**src/hw/cam_pkg.sv**
```systemverilog
package cam_pkg;
	// ----------------------------------------
	// message tags and resource identifiers
	// ----------------------------------------
	localparam logic [23:0] TAG_QUERY = 24'h9F_8030;
	localparam logic [23:0] TAG_REPORT = 24'h9F_8031;
	localparam logic [23:0] TAG_REQ = 24'h9F_8032;
	localparam logic [23:0] TAG_ANSWER = 24'h9F_8033;
	localparam logic [23:0] TAG_NOTICE = 24'h9F_8034;
	localparam logic [31:0] RESID_SINGLE = 32'h0003_0042;
	localparam logic [31:0] RESID_MULTI = 32'h0003_0081;
	// ----------------------------------------
	// list actions, command codes, length field
	// ----------------------------------------
	localparam logic [7:0] ACT_UPDATE = 8'h05;
	localparam logic [7:0] CMD_DESCR = 8'h01;
	localparam logic [7:0] CMD_NOT_SEL = 8'h04;
	localparam logic [7:0] LEN_SHORT_MAX = 8'h7F;
	localparam logic [7:0] LEN_EXT1 = 8'h81;
	localparam logic [7:0] LEN_EXT2 = 8'h82;
	localparam logic [7:0] REQ_BODY_LEN = 8'h0D;
	localparam logic [11:0] INFO_LEN = 12'h001;
	localparam logic [4:0] QUERY_FRAME = 5'h04;
	localparam logic [4:0] REQ_FRAME = 5'h11;
	// ----------------------------------------
	// register map
	// ----------------------------------------
	localparam logic [7:0] OFS_CTRL = 8'h00;
	localparam logic [7:0] OFS_PROG = 8'h04;
	localparam logic [7:0] OFS_HDR = 8'h08;
	localparam logic [7:0] OFS_ES = 8'h0C;
	localparam logic [7:0] OFS_STAT = 8'h10;
	localparam logic [7:0] OFS_SYS = 8'h14;
	localparam logic [7:0] OFS_RESID = 8'h18;
	localparam int CTRL_MULTI_BIT = 0;
	localparam int CTRL_SEND_BIT = 1;
	localparam int STAT_ERR_BIT = 5;
	localparam logic [31:0] REG_RST = 32'h0000_0000;
	// ----------------------------------------
	// states
	// ----------------------------------------
	typedef enum logic [2:0] {HS_CLOSED, HS_QUERY, HS_WAIT, HS_READY, HS_REQ} cam_host_st_t;
	typedef enum logic [1:0] {RX_TAG, RX_LEN, RX_LEXT, RX_BODY} cam_rx_st_t;
endpackage

```
**src/hw/cam_host.sv**
```systemverilog
// Added by the designer: the register addresses and the APB register port.
`timescale 1ns/1ps
// Contract
// RULE_01 - card opens one access session only after application info setup ends
// RULE_02 - host refuses any second concurrent access session
// RULE_03 - once open, host sends access_system_query with tag 0x9F8030
// RULE_04 - card answers query with access_system_report listing 16-bit system numbers
// RULE_05 - both sides keep the session open after the query exchange
// RULE_06 - card sends access_state_notice, tag 0x9F8034, on every state change
// RULE_07 - host processes every access_state_notice it receives
// RULE_08 - five messages; query and request go out, report, answer, notice come in
// RULE_09 - resource id 0x00030042 single stream, 0x00030081 multi stream
// RULE_10 - with several streams each message carries local_transport_stream_id
// RULE_11 - multi stream: one request per stream with its id; host manages capacity
// RULE_12 - any stream filtering by host goes through the PID request exchange
// RULE_13 - card filters control message streams and ties them to components
// RULE_14 - host sends a separate request for every selected program
// RULE_15 - request carries only access descriptors, nothing else from the map table
// RULE_16 - stream-level descriptors override program-level ones for that stream
// RULE_17 - resend request on new program, version change or current/next change
// RULE_18 - request header order: tag, length, action, program, version, flag, info length
// RULE_19 - command code only when info length nonzero; stream entry field layout
// RULE_20 - list actions 0x00 to 0x05 decoded; 0x06 and above reserved
// RULE_21 - card obeys command codes 0x01 to 0x04 as defined
// RULE_22 - decode length field, bound loops by it, drop inconsistent messages
module cam_host import cam_pkg::*; (
	// clock and reset
	input wire logic clock,
	input wire logic rst,
	// apb slave
	input wire logic psel,
	input wire logic penable,
	input wire logic pwrite,
	input wire logic [7:0] paddr,
	input wire logic [31:0] pwdata,
	output logic [31:0] prdata,
	output logic pready,
	output logic pslverr,
	// session from card
	input wire logic ai_done,
	input wire logic sess_req,
	output logic sess_grant,
	output logic sess_deny,
	// bytes to card
	output logic tx_valid,
	output logic [7:0] tx_data,
	input wire logic tx_ready,
	// bytes from card
	input wire logic rx_valid,
	input wire logic [7:0] rx_data
);
	// ----------------------------------------
	// state
	// ----------------------------------------
	cam_host_st_t hs_q;
	cam_rx_st_t rxs_q;
	logic pready_q, pslverr_q, grant_q, deny_q, tx_valid_q, open_q, multi_q, resend_q, err_q;
	logic [31:0] prdata_q, rd_val;
	logic [7:0] tx_data_q, act_q, cmd_q, lts_q, st_q, answer_q, notice_q, nsys_q, rx_lts_q;
	logic [15:0] prog_q, sys0_q, t_sys_q, blen_q, bpos_q, cur_len, npos;
	logic [4:0] ver_q, idx_q, tx_len;
	logic cn_q, rd_hit, act_ok, cmd_ok, launch, bad_req, wr_fire, acc, cfg_wr, rx_end, rx_err;
	logic [12:0] pid_q;
	logic [23:0] rx_tag_q;
	logic [1:0] rx_cnt_q;
	logic [103:0] req;
	logic [143:0] fr;

	assign prdata = prdata_q;
	assign pready = pready_q;
	assign pslverr = pslverr_q;
	assign sess_grant = grant_q;
	assign sess_deny = deny_q;
	assign tx_valid = tx_valid_q;
	assign tx_data = tx_data_q;

	// ----------------------------------------
	// apb slave, one wait state
	// ----------------------------------------
	assign acc = psel && penable;
	assign wr_fire = acc && pwrite && pready_q;
	assign cfg_wr = wr_fire && hs_q != HS_REQ;

	always_comb begin
		rd_hit = 1'b1;
		case (paddr)
			OFS_CTRL: rd_val = {31'h0000_0000, multi_q};
			OFS_PROG: rd_val = {8'h00, prog_q, act_q};
			OFS_HDR: rd_val = {8'h00, lts_q, cmd_q, 2'b00, cn_q, ver_q};
			OFS_ES: rd_val = {11'h000, pid_q, st_q};
			OFS_STAT: rd_val = {nsys_q, notice_q, answer_q, 2'b00, err_q, resend_q, open_q, hs_q};
			OFS_SYS: rd_val = {8'h00, rx_lts_q, sys0_q};
			OFS_RESID: rd_val = multi_q ? RESID_MULTI : RESID_SINGLE; // RULE_09
			default: begin
				rd_val = REG_RST;
				rd_hit = 1'b0;
			end
		endcase
	end

	always_ff @(posedge clock) begin
		if (rst) begin
			pready_q <= 1'b0;
			pslverr_q <= 1'b0;
			prdata_q <= REG_RST;
		end else if (acc && !pready_q) begin
			pready_q <= 1'b1;
			pslverr_q <= !rd_hit;
			prdata_q <= rd_val;
		end else begin
			pready_q <= 1'b0;
			pslverr_q <= 1'b0;
		end
	end

	// ----------------------------------------
	// request fields and resend trigger
	// ----------------------------------------
	assign act_ok = act_q <= ACT_UPDATE; // RULE_20
	assign cmd_ok = cmd_q >= CMD_DESCR && cmd_q <= CMD_NOT_SEL;
	assign launch = hs_q == HS_READY && resend_q && act_ok && cmd_ok; // RULE_14
	assign bad_req = hs_q == HS_READY && resend_q && !(act_ok && cmd_ok); // RULE_20

	always_ff @(posedge clock) begin
		if (rst) begin
			multi_q <= 1'b0;
			{act_q, prog_q} <= 24'h00_0000;
			{ver_q, cn_q, cmd_q, lts_q} <= 22'h00_0000;
			{st_q, pid_q} <= 21'h00_0000;
		end else if (cfg_wr) begin
			case (paddr)
				OFS_CTRL: multi_q <= pwdata[CTRL_MULTI_BIT];
				OFS_PROG: {prog_q, act_q} <= pwdata[23:0];
				OFS_HDR: {lts_q, cmd_q, cn_q, ver_q} <= {pwdata[23:8], pwdata[5:0]};
				OFS_ES: {pid_q, st_q} <= pwdata[20:0];
				default: ;
			endcase
		end
	end

	always_ff @(posedge clock) begin
		if (rst) begin
			resend_q <= 1'b0;
		end else if (cfg_wr && ((paddr == OFS_CTRL && pwdata[CTRL_SEND_BIT])
				|| (paddr == OFS_PROG && pwdata[23:8] != prog_q)
				|| (paddr == OFS_HDR && pwdata[5:0] != {cn_q, ver_q}))) begin
			resend_q <= 1'b1; // RULE_17
		end else if (launch || bad_req) begin
			resend_q <= 1'b0;
		end
	end

	// ----------------------------------------
	// outgoing frames
	// ----------------------------------------
	// only the command code rides in the info loops; no descriptor and no pid filtering here
	assign req = {act_q, prog_q, 2'b11, ver_q, cn_q, 4'hF, INFO_LEN, cmd_q, // RULE_18 RULE_15
		st_q, 3'b111, pid_q, 4'hF, INFO_LEN, cmd_q}; // RULE_19 RULE_12

	always_comb begin
		if (hs_q == HS_QUERY) begin
			fr = multi_q ? {TAG_QUERY, 8'h01, lts_q, 104'h0} : {TAG_QUERY, 8'h00, 112'h0}; // RULE_03
			tx_len = QUERY_FRAME + {4'h0, multi_q};
		end else begin
			fr = multi_q ? {TAG_REQ, REQ_BODY_LEN + 8'h01, lts_q, req} // RULE_10 RULE_11
				: {TAG_REQ, REQ_BODY_LEN, req, 8'h00}; // RULE_08
			tx_len = REQ_FRAME + {4'h0, multi_q};
		end
	end

	// ----------------------------------------
	// session and transmit sequencer
	// ----------------------------------------
	always_ff @(posedge clock) begin
		if (rst) begin
			hs_q <= HS_CLOSED;
			open_q <= 1'b0;
			grant_q <= 1'b0;
			deny_q <= 1'b0;
			idx_q <= 5'h00;
			tx_valid_q <= 1'b0;
			tx_data_q <= 8'h00;
		end else begin
			grant_q <= 1'b0;
			deny_q <= 1'b0;
			case (hs_q)
				HS_QUERY, HS_REQ: begin
					if (!tx_valid_q || tx_ready) begin
						if (idx_q == tx_len) begin
							tx_valid_q <= 1'b0;
							hs_q <= (hs_q == HS_QUERY) ? HS_WAIT : HS_READY;
						end else begin
							tx_valid_q <= 1'b1;
							tx_data_q <= fr[(8'd143 - {idx_q, 3'b000}) -: 8];
							idx_q <= idx_q + 5'h01;
						end
					end
				end
				HS_WAIT: begin
					if (rx_end && !rx_err && rx_tag_q == TAG_REPORT) begin
						hs_q <= HS_READY; // RULE_05
					end
				end
				HS_READY: begin
					if (launch) begin
						hs_q <= HS_REQ;
						idx_q <= 5'h00;
					end
				end
				HS_CLOSED: ;
				default: hs_q <= HS_CLOSED;
			endcase
			if (sess_req) begin
				if (open_q || !ai_done) begin
					deny_q <= 1'b1; // RULE_02
				end else begin
					grant_q <= 1'b1;
					open_q <= 1'b1;
					hs_q <= HS_QUERY; // RULE_03
					idx_q <= 5'h00;
				end
			end
		end
	end

	// ----------------------------------------
	// incoming message parser
	// ----------------------------------------
	assign cur_len = (rxs_q == RX_LEN) ? {8'h00, rx_data}
		: (rxs_q == RX_LEXT) ? {blen_q[7:0], rx_data} : blen_q;
	assign rx_end = rx_valid && ((rxs_q == RX_BODY && bpos_q == blen_q - 16'h0001)
		|| (rxs_q == RX_LEN && rx_data == 8'h00)
		|| (rxs_q == RX_LEXT && rx_cnt_q == 2'h1 && cur_len == 16'h0000)); // RULE_22
	// report body with an odd count of system-number bytes, missing stream id or unknown tag are dropped
	assign rx_err = (rx_tag_q == TAG_REPORT && (cur_len[0] ^ multi_q))
		|| (multi_q && cur_len == 16'h0000)
		|| !(rx_tag_q inside {TAG_REPORT, TAG_ANSWER, TAG_NOTICE}); // RULE_08 RULE_22
	assign npos = bpos_q - {15'h0000, multi_q};

	always_ff @(posedge clock) begin
		if (rst) begin
			rxs_q <= RX_TAG;
			rx_tag_q <= 24'h00_0000;
			rx_cnt_q <= 2'h0;
			blen_q <= 16'h0000;
			bpos_q <= 16'h0000;
			t_sys_q <= 16'h0000;
			rx_lts_q <= 8'h00;
		end else if (rx_valid) begin
			case (rxs_q)
				RX_TAG: begin
					rx_tag_q <= {rx_tag_q[15:0], rx_data};
					rx_cnt_q <= (rx_cnt_q == 2'h2) ? 2'h0 : rx_cnt_q + 2'h1;
					if (rx_cnt_q == 2'h2) begin
						rxs_q <= RX_LEN;
					end
				end
				RX_LEN: begin
					blen_q <= cur_len;
					bpos_q <= 16'h0000;
					if (rx_data == LEN_EXT1 || rx_data == LEN_EXT2) begin
						blen_q <= 16'h0000;
						rx_cnt_q <= rx_data[1:0];
						rxs_q <= RX_LEXT;
					end else begin
						rxs_q <= (rx_data == 8'h00 || rx_data > LEN_SHORT_MAX) ? RX_TAG : RX_BODY;
					end
				end
				RX_LEXT: begin
					blen_q <= cur_len;
					rx_cnt_q <= rx_cnt_q - 2'h1;
					if (rx_cnt_q == 2'h1) begin
						rxs_q <= (cur_len == 16'h0000) ? RX_TAG : RX_BODY;
					end
				end
				RX_BODY: begin
					bpos_q <= bpos_q + 16'h0001;
					if (multi_q && bpos_q == 16'h0000) begin
						rx_lts_q <= rx_data; // RULE_10
					end
					if (npos == 16'h0000) begin
						t_sys_q[15:8] <= rx_data;
					end
					if (npos == 16'h0001) begin
						t_sys_q[7:0] <= rx_data;
					end
					if (rx_end) begin
						rxs_q <= RX_TAG;
					end
				end
				default: rxs_q <= RX_TAG;
			endcase
		end
	end

	always_ff @(posedge clock) begin
		if (rst) begin
			answer_q <= 8'h00;
			notice_q <= 8'h00;
			nsys_q <= 8'h00;
			sys0_q <= 16'h0000;
		end else if (rx_end && !rx_err) begin
			case (rx_tag_q)
				TAG_REPORT: begin
					nsys_q <= 8'((cur_len - {15'h0000, multi_q}) >> 1);
					sys0_q <= (npos == 16'h0001) ? {t_sys_q[15:8], rx_data} : t_sys_q;
				end
				TAG_ANSWER: answer_q <= answer_q + 8'h01;
				TAG_NOTICE: notice_q <= notice_q + 8'h01; // RULE_07
				default: ;
			endcase
		end
	end

	always_ff @(posedge clock) begin
		if (rst) begin
			err_q <= 1'b0;
		end else if (bad_req || (rx_end && rx_err)
				|| (rx_valid && rxs_q == RX_LEN && rx_data > LEN_EXT2)
				|| (rx_valid && rxs_q == RX_LEN && rx_data == 8'h80)) begin
			err_q <= 1'b1; // RULE_22
		end else if (wr_fire && paddr == OFS_STAT && pwdata[STAT_ERR_BIT]) begin
			err_q <= 1'b0;
		end
	end
endmodule // cam_host

```
**config.mk**
```make
export PLATFORM = sky130hd
export DESIGN_NAME = cam_host
export DESIGN_NICKNAME = d
export VERILOG_FILES = /design/src/hw/cam_pkg.sv /design/src/hw/cam_host.sv
export SDC_FILE = /design/constraint.sdc
export NUM_CORES = 1
export LEC_CHECK = 0
export BUFFER_PORTS_ARGS = -buffer_cell sky130_fd_sc_hd__buf_4
export CAP_MARGIN = 20
export CORE_MARGIN = 5
export CORE_UTILIZATION = 25
export DETAILED_ROUTE_END_ITERATION = 7
export HOLD_SLACK_MARGIN = 0.1
export PLACE_DENSITY = 0.46
export SYNTH_ARGS = -nofsm -noshare
export SYNTH_HDL_FRONTEND = slang
export SYNTH_SLANG_ARGS = --single-unit
export TNS_END_PERCENT = 50
```
**constraint.sdc**
```tcl
create_clock -name clock -period 5.9 [get_ports clock]
set_clock_uncertainty 0.2 [all_clocks]
set_input_delay 1.18 -clock clock [delete_from_list [all_inputs] [get_ports clock]]
set_output_delay 1.18 -clock clock [all_outputs]
set_load 0.1 [all_outputs]
```
# Yosys cells after proc, flatten, opt, wreduce, memory -nomap -nowiden

Cells that the tools add are included.

Register bits: 248
Output and inout port bits: 45
Word-level logic and storage cells: 219
Bits of input ports: 57

$lt $le $gt $ge: 5
Reduce and logical (&&, ||, !) cells: 87
Mux-type cells: 45
Shifts and indexed selects: 1
Add/subtract/negate cells: 12
Bitwise gates (word level): 5
Eq/ne operators: 31

Operator list:

| kind                                                                   | number |
|---|---|
| 32-bit one-hot mux with 7 select lines                                 | 1 |
| 151-bit by 9-bit variable part select with 8-bit output                | 1 |
| 122-bit two-way mux                                                    | 1 |
| 114-bit two-way mux                                                    | 1 |
| 113-bit two-way mux                                                    | 1 |
| 24-bit equality test, second input constant                            | 3 |
| 16-bit one-hot mux with 2 select lines                                 | 2 |
| 16-bit zero test                                                       | 3 |
| 16-bit two-way mux                                                     | 3 |
| 1-bit logical AND                                                      | 31 |
| 5-bit two-way mux                                                      | 6 |
| 8-bit by 5-bit equality test with 1-bit output, second input constant  | 3 |
| 8-bit equality test, second input constant                             | 3 |
| 2-bit AND reduction                                                    | 12 |
| 3-bit two-way mux                                                      | 6 |
| 16-bit by 1-bit adder with 16-bit output, second input constant        | 1 |
| 8-bit by 1-bit adder with 8-bit output, second input constant          | 2 |
| 16-bit by 1-bit equality test with 1-bit output, second input constant | 1 |
| 16-bit equality test                                                   | 1 |
| 8-bit by 4-bit equality test with 1-bit output, second input constant  | 2 |
| 8-bit by 3-bit <= comparator with 1-bit output, second input constant  | 2 |
| 8-bit zero test                                                        | 2 |
| 2-bit two-way mux                                                      | 8 |
| 8-bit two-way mux                                                      | 2 |
| other kinds (41)                                                       | 88 |

# Logic depth before layout (Yosys ltp)

Depth in word-level cells: 14
Depth in mapped cells: 14
Depth with buffers taken out: 12

# Worst setup path before layout

Ideal clock, no wire load.

Kind: register -> register
Start: register blen_q[1]
End: register hs_q[0]
Arrival: 3.256 ns
Data required time: 5.630 ns
Cell stages (with the launch flop): 12
Path slack: 2.373 ns
Buffers on the path: 1
Setup time: 0.070 ns
Path through: dfxtp_1 buf_2 inv_1 ha_1 xor2_1 nand3_1 or4_1 or4_4 a2111oi_4 o21ai_4 or4b_1 a21oi_1

Word-level cells in the longest chain between the ends: 13
Elaborated cells on any way between the ends: 20
Classes of those cells: 1 x add/sub; 1 x eq/ne; 6 x mux; 12 x reduce/logical

RTL lines:

| what                                                                                  | line            | text |
|---|---|---|
| start: declaration                                                                    | cam_host.sv:60  | `logic [15:0] prog_q, sys0_q, t_sys_q, blen_q, bpos_q, cur_len, npos;` |
| start signal: assignment                                                              | cam_host.sv:259 | `blen_q <= cur_len;` |
| start signal: assignment                                                              | cam_host.sv:270 | `blen_q <= cur_len;` |
| branches (longest 7 deep; another with 16-bit by 1-bit subtractor with 16-bit output) | -               |  |
| 1-bit logical AND * (2 in series)                                                     | cam_host.sv:200 | `if (rx_end && !rx_err && rx_tag_q == TAG_REPORT) begin` |
| 3-bit two-way mux *                                                                   | cam_host.sv:200 |  |
| 3-bit one-hot mux with 4 select lines *                                               | cam_host.sv:186 | `case (hs_q)` |
| 3-bit two-way mux                                                                     | cam_host.sv:214 | `if (open_q \|\| !ai_done) begin` |
| 3-bit two-way mux *                                                                   | cam_host.sv:213 | `if (sess_req) begin` |
| end signal: assignment                                                                | cam_host.sv:191 | `hs_q <= (hs_q == HS_QUERY) ? HS_WAIT : HS_READY;` |
| end: declaration                                                                      | cam_host.sv:55  | `cam_host_st_t hs_q;` |

Mark *: on every way between the ends.
A chain may end at the register's enable or synchronous reset.

# Worst setup path in the final report

Start: register rxs_q[1]
End: register hs_q[0]

Word-level cells in the longest chain between the ends: 14
Elaborated cells on any way between the ends: 25
Classes of those cells: 3 x eq/ne; 6 x mux; 1 x bitwise; 15 x reduce/logical

RTL lines:

| what                                          | line                                              | text |
|---|---|---|
| start: declaration                            | cam_host.sv:56                                    | `cam_rx_st_t rxs_q;` |
| start signal: assignment                      | cam_host.sv:266                                   | `rxs_q <= (rx_data == 8'h00 \|\| rx_data > LEN_SHORT_MAX) ? RX_TAG : RX_BODY;` |
| start signal: assignment                      | cam_host.sv:273                                   | `rxs_q <= (cur_len == 16'h0000) ? RX_TAG : RX_BODY;` |
| 2-bit equality test                           | cam_host.sv:230, cam_host.sv:233                  |  |
| 16-bit two-way mux                            | cam_host.sv:230                                   | `: (rxs_q == RX_LEXT) ? {blen_q[7:0], rx_data} : blen_q;` |
| 16-bit two-way mux                            | cam_host.sv:229                                   | `assign cur_len = (rxs_q == RX_LEN) ? {8'h00, rx_data}` |
| 16-bit zero test or 1-bit XOR (tied branches) | cam_host.sv:233, cam_host.sv:236, cam_host.sv:235 |  |
| 1-bit logical AND, on equally long branches   | cam_host.sv:236, cam_host.sv:235                  |  |
| 1-bit logical OR                              | cam_host.sv:236                                   | `\|\| (multi_q && cur_len == 16'h0000)` |
| 1-bit logical OR                              | cam_host.sv:237                                   | `\|\| !(rx_tag_q inside {TAG_REPORT, TAG_ANSWER, TAG_NOTICE});` |
| 1-bit zero test                               | cam_host.sv:200                                   |  |
| 1-bit logical AND * (2 in series)             | cam_host.sv:200                                   |  |
| 3-bit two-way mux *                           | cam_host.sv:200                                   |  |
| 3-bit one-hot mux with 4 select lines *       | cam_host.sv:186                                   |  |
| 3-bit two-way mux                             | cam_host.sv:214                                   |  |
| 3-bit two-way mux *                           | cam_host.sv:213                                   |  |

Every way passes the cells marked *; elsewhere a longest branch is shown, timed or not.

==> metrics.yaml <==
outcome:
  status: "complete, no violations"
layout:
  fin_cells: 2394
  nNetsFinal: 1773
  syn_to_final_growth_pct: 18.1
  n_antenna_cell: 0
  final_common_cell: "nand2_1"
  drive_gt1_share_pct: 11.3
  most-common-layout-cells: "258 x nand2_1, 248 x dfxtp_1, 182 x nor2_1"
global_routing:
  use_met2_pct: 24.5
  globalRouteMet1Util_pct: 22.8
  grt_max_degree: 141
  gr-total-overflow: 0
  antenna_found_initial: 0
  grt_pass1_wl_um: 71200
  grt.busiest_layer: "met2"
  use_met3_pct: 2.64
  grt_util_all_layers_pct: 15.8
  grt_pass1_vias: 11400
synthesis:
  synth.avg_cell_area_sq_um: 7.82
  syn_area_sq_um: 13100
  synth_flop_cell: "dfxtp_1"
  yosysSeqAreaShare_pct: 38.0
  ys_ff_latch: 248
  syn_nets: 1753
  synth_edf_count: 0
  synth_area_leaders: "dfxtp_1 38%, nand2_1 7.4%, a21oi_1 6.7%"
  synth_top_area_share_pct: 38.0
  synth.distinct_cells: 70
  async_flop_share_pct: 0
  synth_cells: 1671
  synth_warnings: 0
  yosysTopAreaCell: "dfxtp_1"
power:
  pwr-share-comb_pct: 9.5
  power_density_nw_per_um2: 269
  internal_power_mw: 3.07
  p_leak_nw: 5.78
  power_switching_mw: 1.07
  power_frac_seq_pct: 41.4
  swShare_pct: 25.9
  vdd_ir_drop_max_mv: 0.235
  clkPwrFrac_pct: 49.1
worst_setup_path:
  arrival_ns: 4.71
  reg2reg_from: "rxs_q[1]$_SDFFE_PP0P_"
  rrSetupSlack_ns: 1.49
  crit_path_start: "rxs_q[1]$_SDFFE_PP0P_"
  r2r_end: "hs_q[0]$_SDFF_PP0_"
  required_ns: 6.20
  crit_path_start_kind: "register"
  crit_end: "hs_q[0]$_SDFF_PP0_"
  critPathKind: "reg -> reg"
  reg2reg_depth: 11
  critPathMaxFanout: 18
  endpoint_kind: "register"
timing:
  setup_viol: 0
  fin_crit_sh_pct: 74.7
  relSlewSlack_pct: 33.3
  finalCriticalPeriod_ns: 4.41
  final_hold_viol_count: 0
  max_freq_mhz: 227
  rsz0062_at_grt: "no"
  slew_viol_final: 0
  tightest_slew_ns: 0.998
  whs_ns: 0.253
  fin_ws_ns: 1.49
  fin_setup_tns_ns: 0
placement:
  port_buffers: 93
  place.gp.congestion: 0.936
  dp_hpwl_um: 34300
  dp_cells: 2337
  dp_slack_ns: 1.41
clock_tree:
  cts-root-buf: "clkbuf_16"
  worst_skew_pair.late_latency_ns: 0.59
  htreeDepth: 1
  clock_sinks: 248
  postCtsSetupBuffers: 0
  cts_buffers: 31
  cts_tree: "built"
  post_cts_resize_count: 0
  clkSlewWorstSetupHoldPaths_ns: 0.06
  holdBufCountCts: 0
  clockBufferDepth: 3
detailed_routing:
  via_count: 12300
  postRouteAntennaNets: 0
  wl_per_cell_um: 19.8
  drt_iter0_markers: 1138
  dr.pass1.iters: 7
  viasPerCell: 5.15
  remaining_drc_errors: 0
  drt-total-wl_um: 47500
floorplan:
  boundaryPins: 102
  core_sq_um: 51500
  start_util_pct: 25.4
  die_w_um: 239
  num_rows: 83
  die_y_um: 239
  die_area_sq_um: 57000
min_path:
  min_path_type: "reg -> reg"
  holdPathStages: 2
run:
  cap_violations: 0
## critical path: stages (launching register included)
cell and delay, ns:
dfxtp_1 0.38, inv_1 0.10, ha_1 0.42, or2_2 0.49, or3_1 0.38, a211oi_1 0.42
nand3_1 0.20, o22ai_1 0.53, o21ai_4 0.25, buf_4 0.30, or4b_1 0.48, a21oi_1 0.15
## layout make-up
class	instances	area (sq um)
timing repair buffer	112	865
inverter	34	128
clock buffer	43	891
multi-input combinational	1264	7520
fill	5592	36100
sequential	248	4960
tap	680	851
clock inverter	13	210
## cells in the mapped netlist (all sizes together) (12+ instances only)
master,number
dfxtp,248
xor2,45
nor2,183
nor4,19
nand3,36
nand4,12
and2,13
ha,25
o21ai,76
a211oi,13
clkbuf,112
nor2b,13
a221oi,22
a21oi,174
nand2,258
mux2i,63
and3,12
inv,34
xnor2,27
a22oi,57
nor3,40
buf,13
o22ai,13
or3,18
## state kept, by name, indices dropped and copies added (netlist names), 3 cells and up
signal and cells:
act_q 8, answer_q 8, blen_q 16, bpos_q 16, cmd_q 8, hs_q 3
idx_q 5, lts_q 8, notice_q 8, nsys_q 8, pid_q 13, prdata 32
prog_q 16, rx_lts_q 8, rx_tag_q 24, st_q 8, sys0_q 16, t_sys_q 16
tx_data 8, ver_q 5
## per-stage QoR
stage	util [%]	instance area [sq um]	total power [mW]
after global placement	27.8	14300	2.14
final	30.0	15400	4.14
after detailed placement	27.8	14300	2.15
after floorplan	-	13100	2.01
after CTS	29.9	15400	4.20
after global routing	30.0	15400	4.30
## power by group through the flow
stage / sequential (mW) / combinational (mW) / clock, mW
2_1_floorplan: 1.83 / 0.178 / 0
3_3_place_gp: 1.75 / 0.391 / 0
3_5_place_dp: 1.75 / 0.392 / 0
4_1_cts: 1.72 / 0.393 / 2.09
5_1_grt: 1.72 / 0.420 / 2.16
6_report: 1.72 / 0.393 / 2.03
## how the worst min path moves through the flow
| stage | startpoint | to | slack (ns) |
|---|---|---|---|
| after detailed placement | rx_tag_q[20]$_SDFFE_PP0P_ | rx_tag_q[20]$_SDFFE_PP0P_ | 0.25 |
| after global routing | nsys_q[0]$_SDFFE_PP0P_ | nsys_q[0]$_SDFFE_PP0P_ | 0.27 |
| after CTS | rx_tag_q[20]$_SDFFE_PP0P_ | rx_tag_q[20]$_SDFFE_PP0P_ | 0.25 |
| after global placement | rx_tag_q[18]$_SDFFE_PP0P_ | rx_tag_q[18]$_SDFFE_PP0P_ | 0.24 |
| final | rx_tag_q[20]$_SDFFE_PP0P_ | rx_tag_q[20]$_SDFFE_PP0P_ | 0.25 |
| after floorplan | nsys_q[0]$_SDFFE_PP0P_ | nsys_q[0]$_SDFFE_PP0P_ | 0.23 |
## per-layer routing
| layer | up-vias | wire (um) |
|---|---|---|
| met5 | - | 0 |
| met1 | 5906 | 22600 |
| met2 | 387 | 20800 |
| li1 | 5971 | - |
| met3 | 72 | 2730 |
| met4 | 0 | 1310 |
## logic make-up (layout without fill, tap and decap cells)
| kind of cell | after synthesis | count (layout) | synth area share [%] |
|---|---|---|---|
| multiplexers | 74 | 74 | 5.86 |
| adder cells (fa/ha/maj) | 25 | 25 | 2.39 |
| flip-flops | 248 | 248 | 38.0 |
| buffers and inverters | 159 | 202 | 4.68 |
| AND/OR/NAND/NOR | 650 | 650 | 22.6 |
| AO/OA/AOI/OAI | 443 | 443 | 21.7 |
| XOR/XNOR | 72 | 72 | 4.82 |
Power figures use the tool's default switching activity.
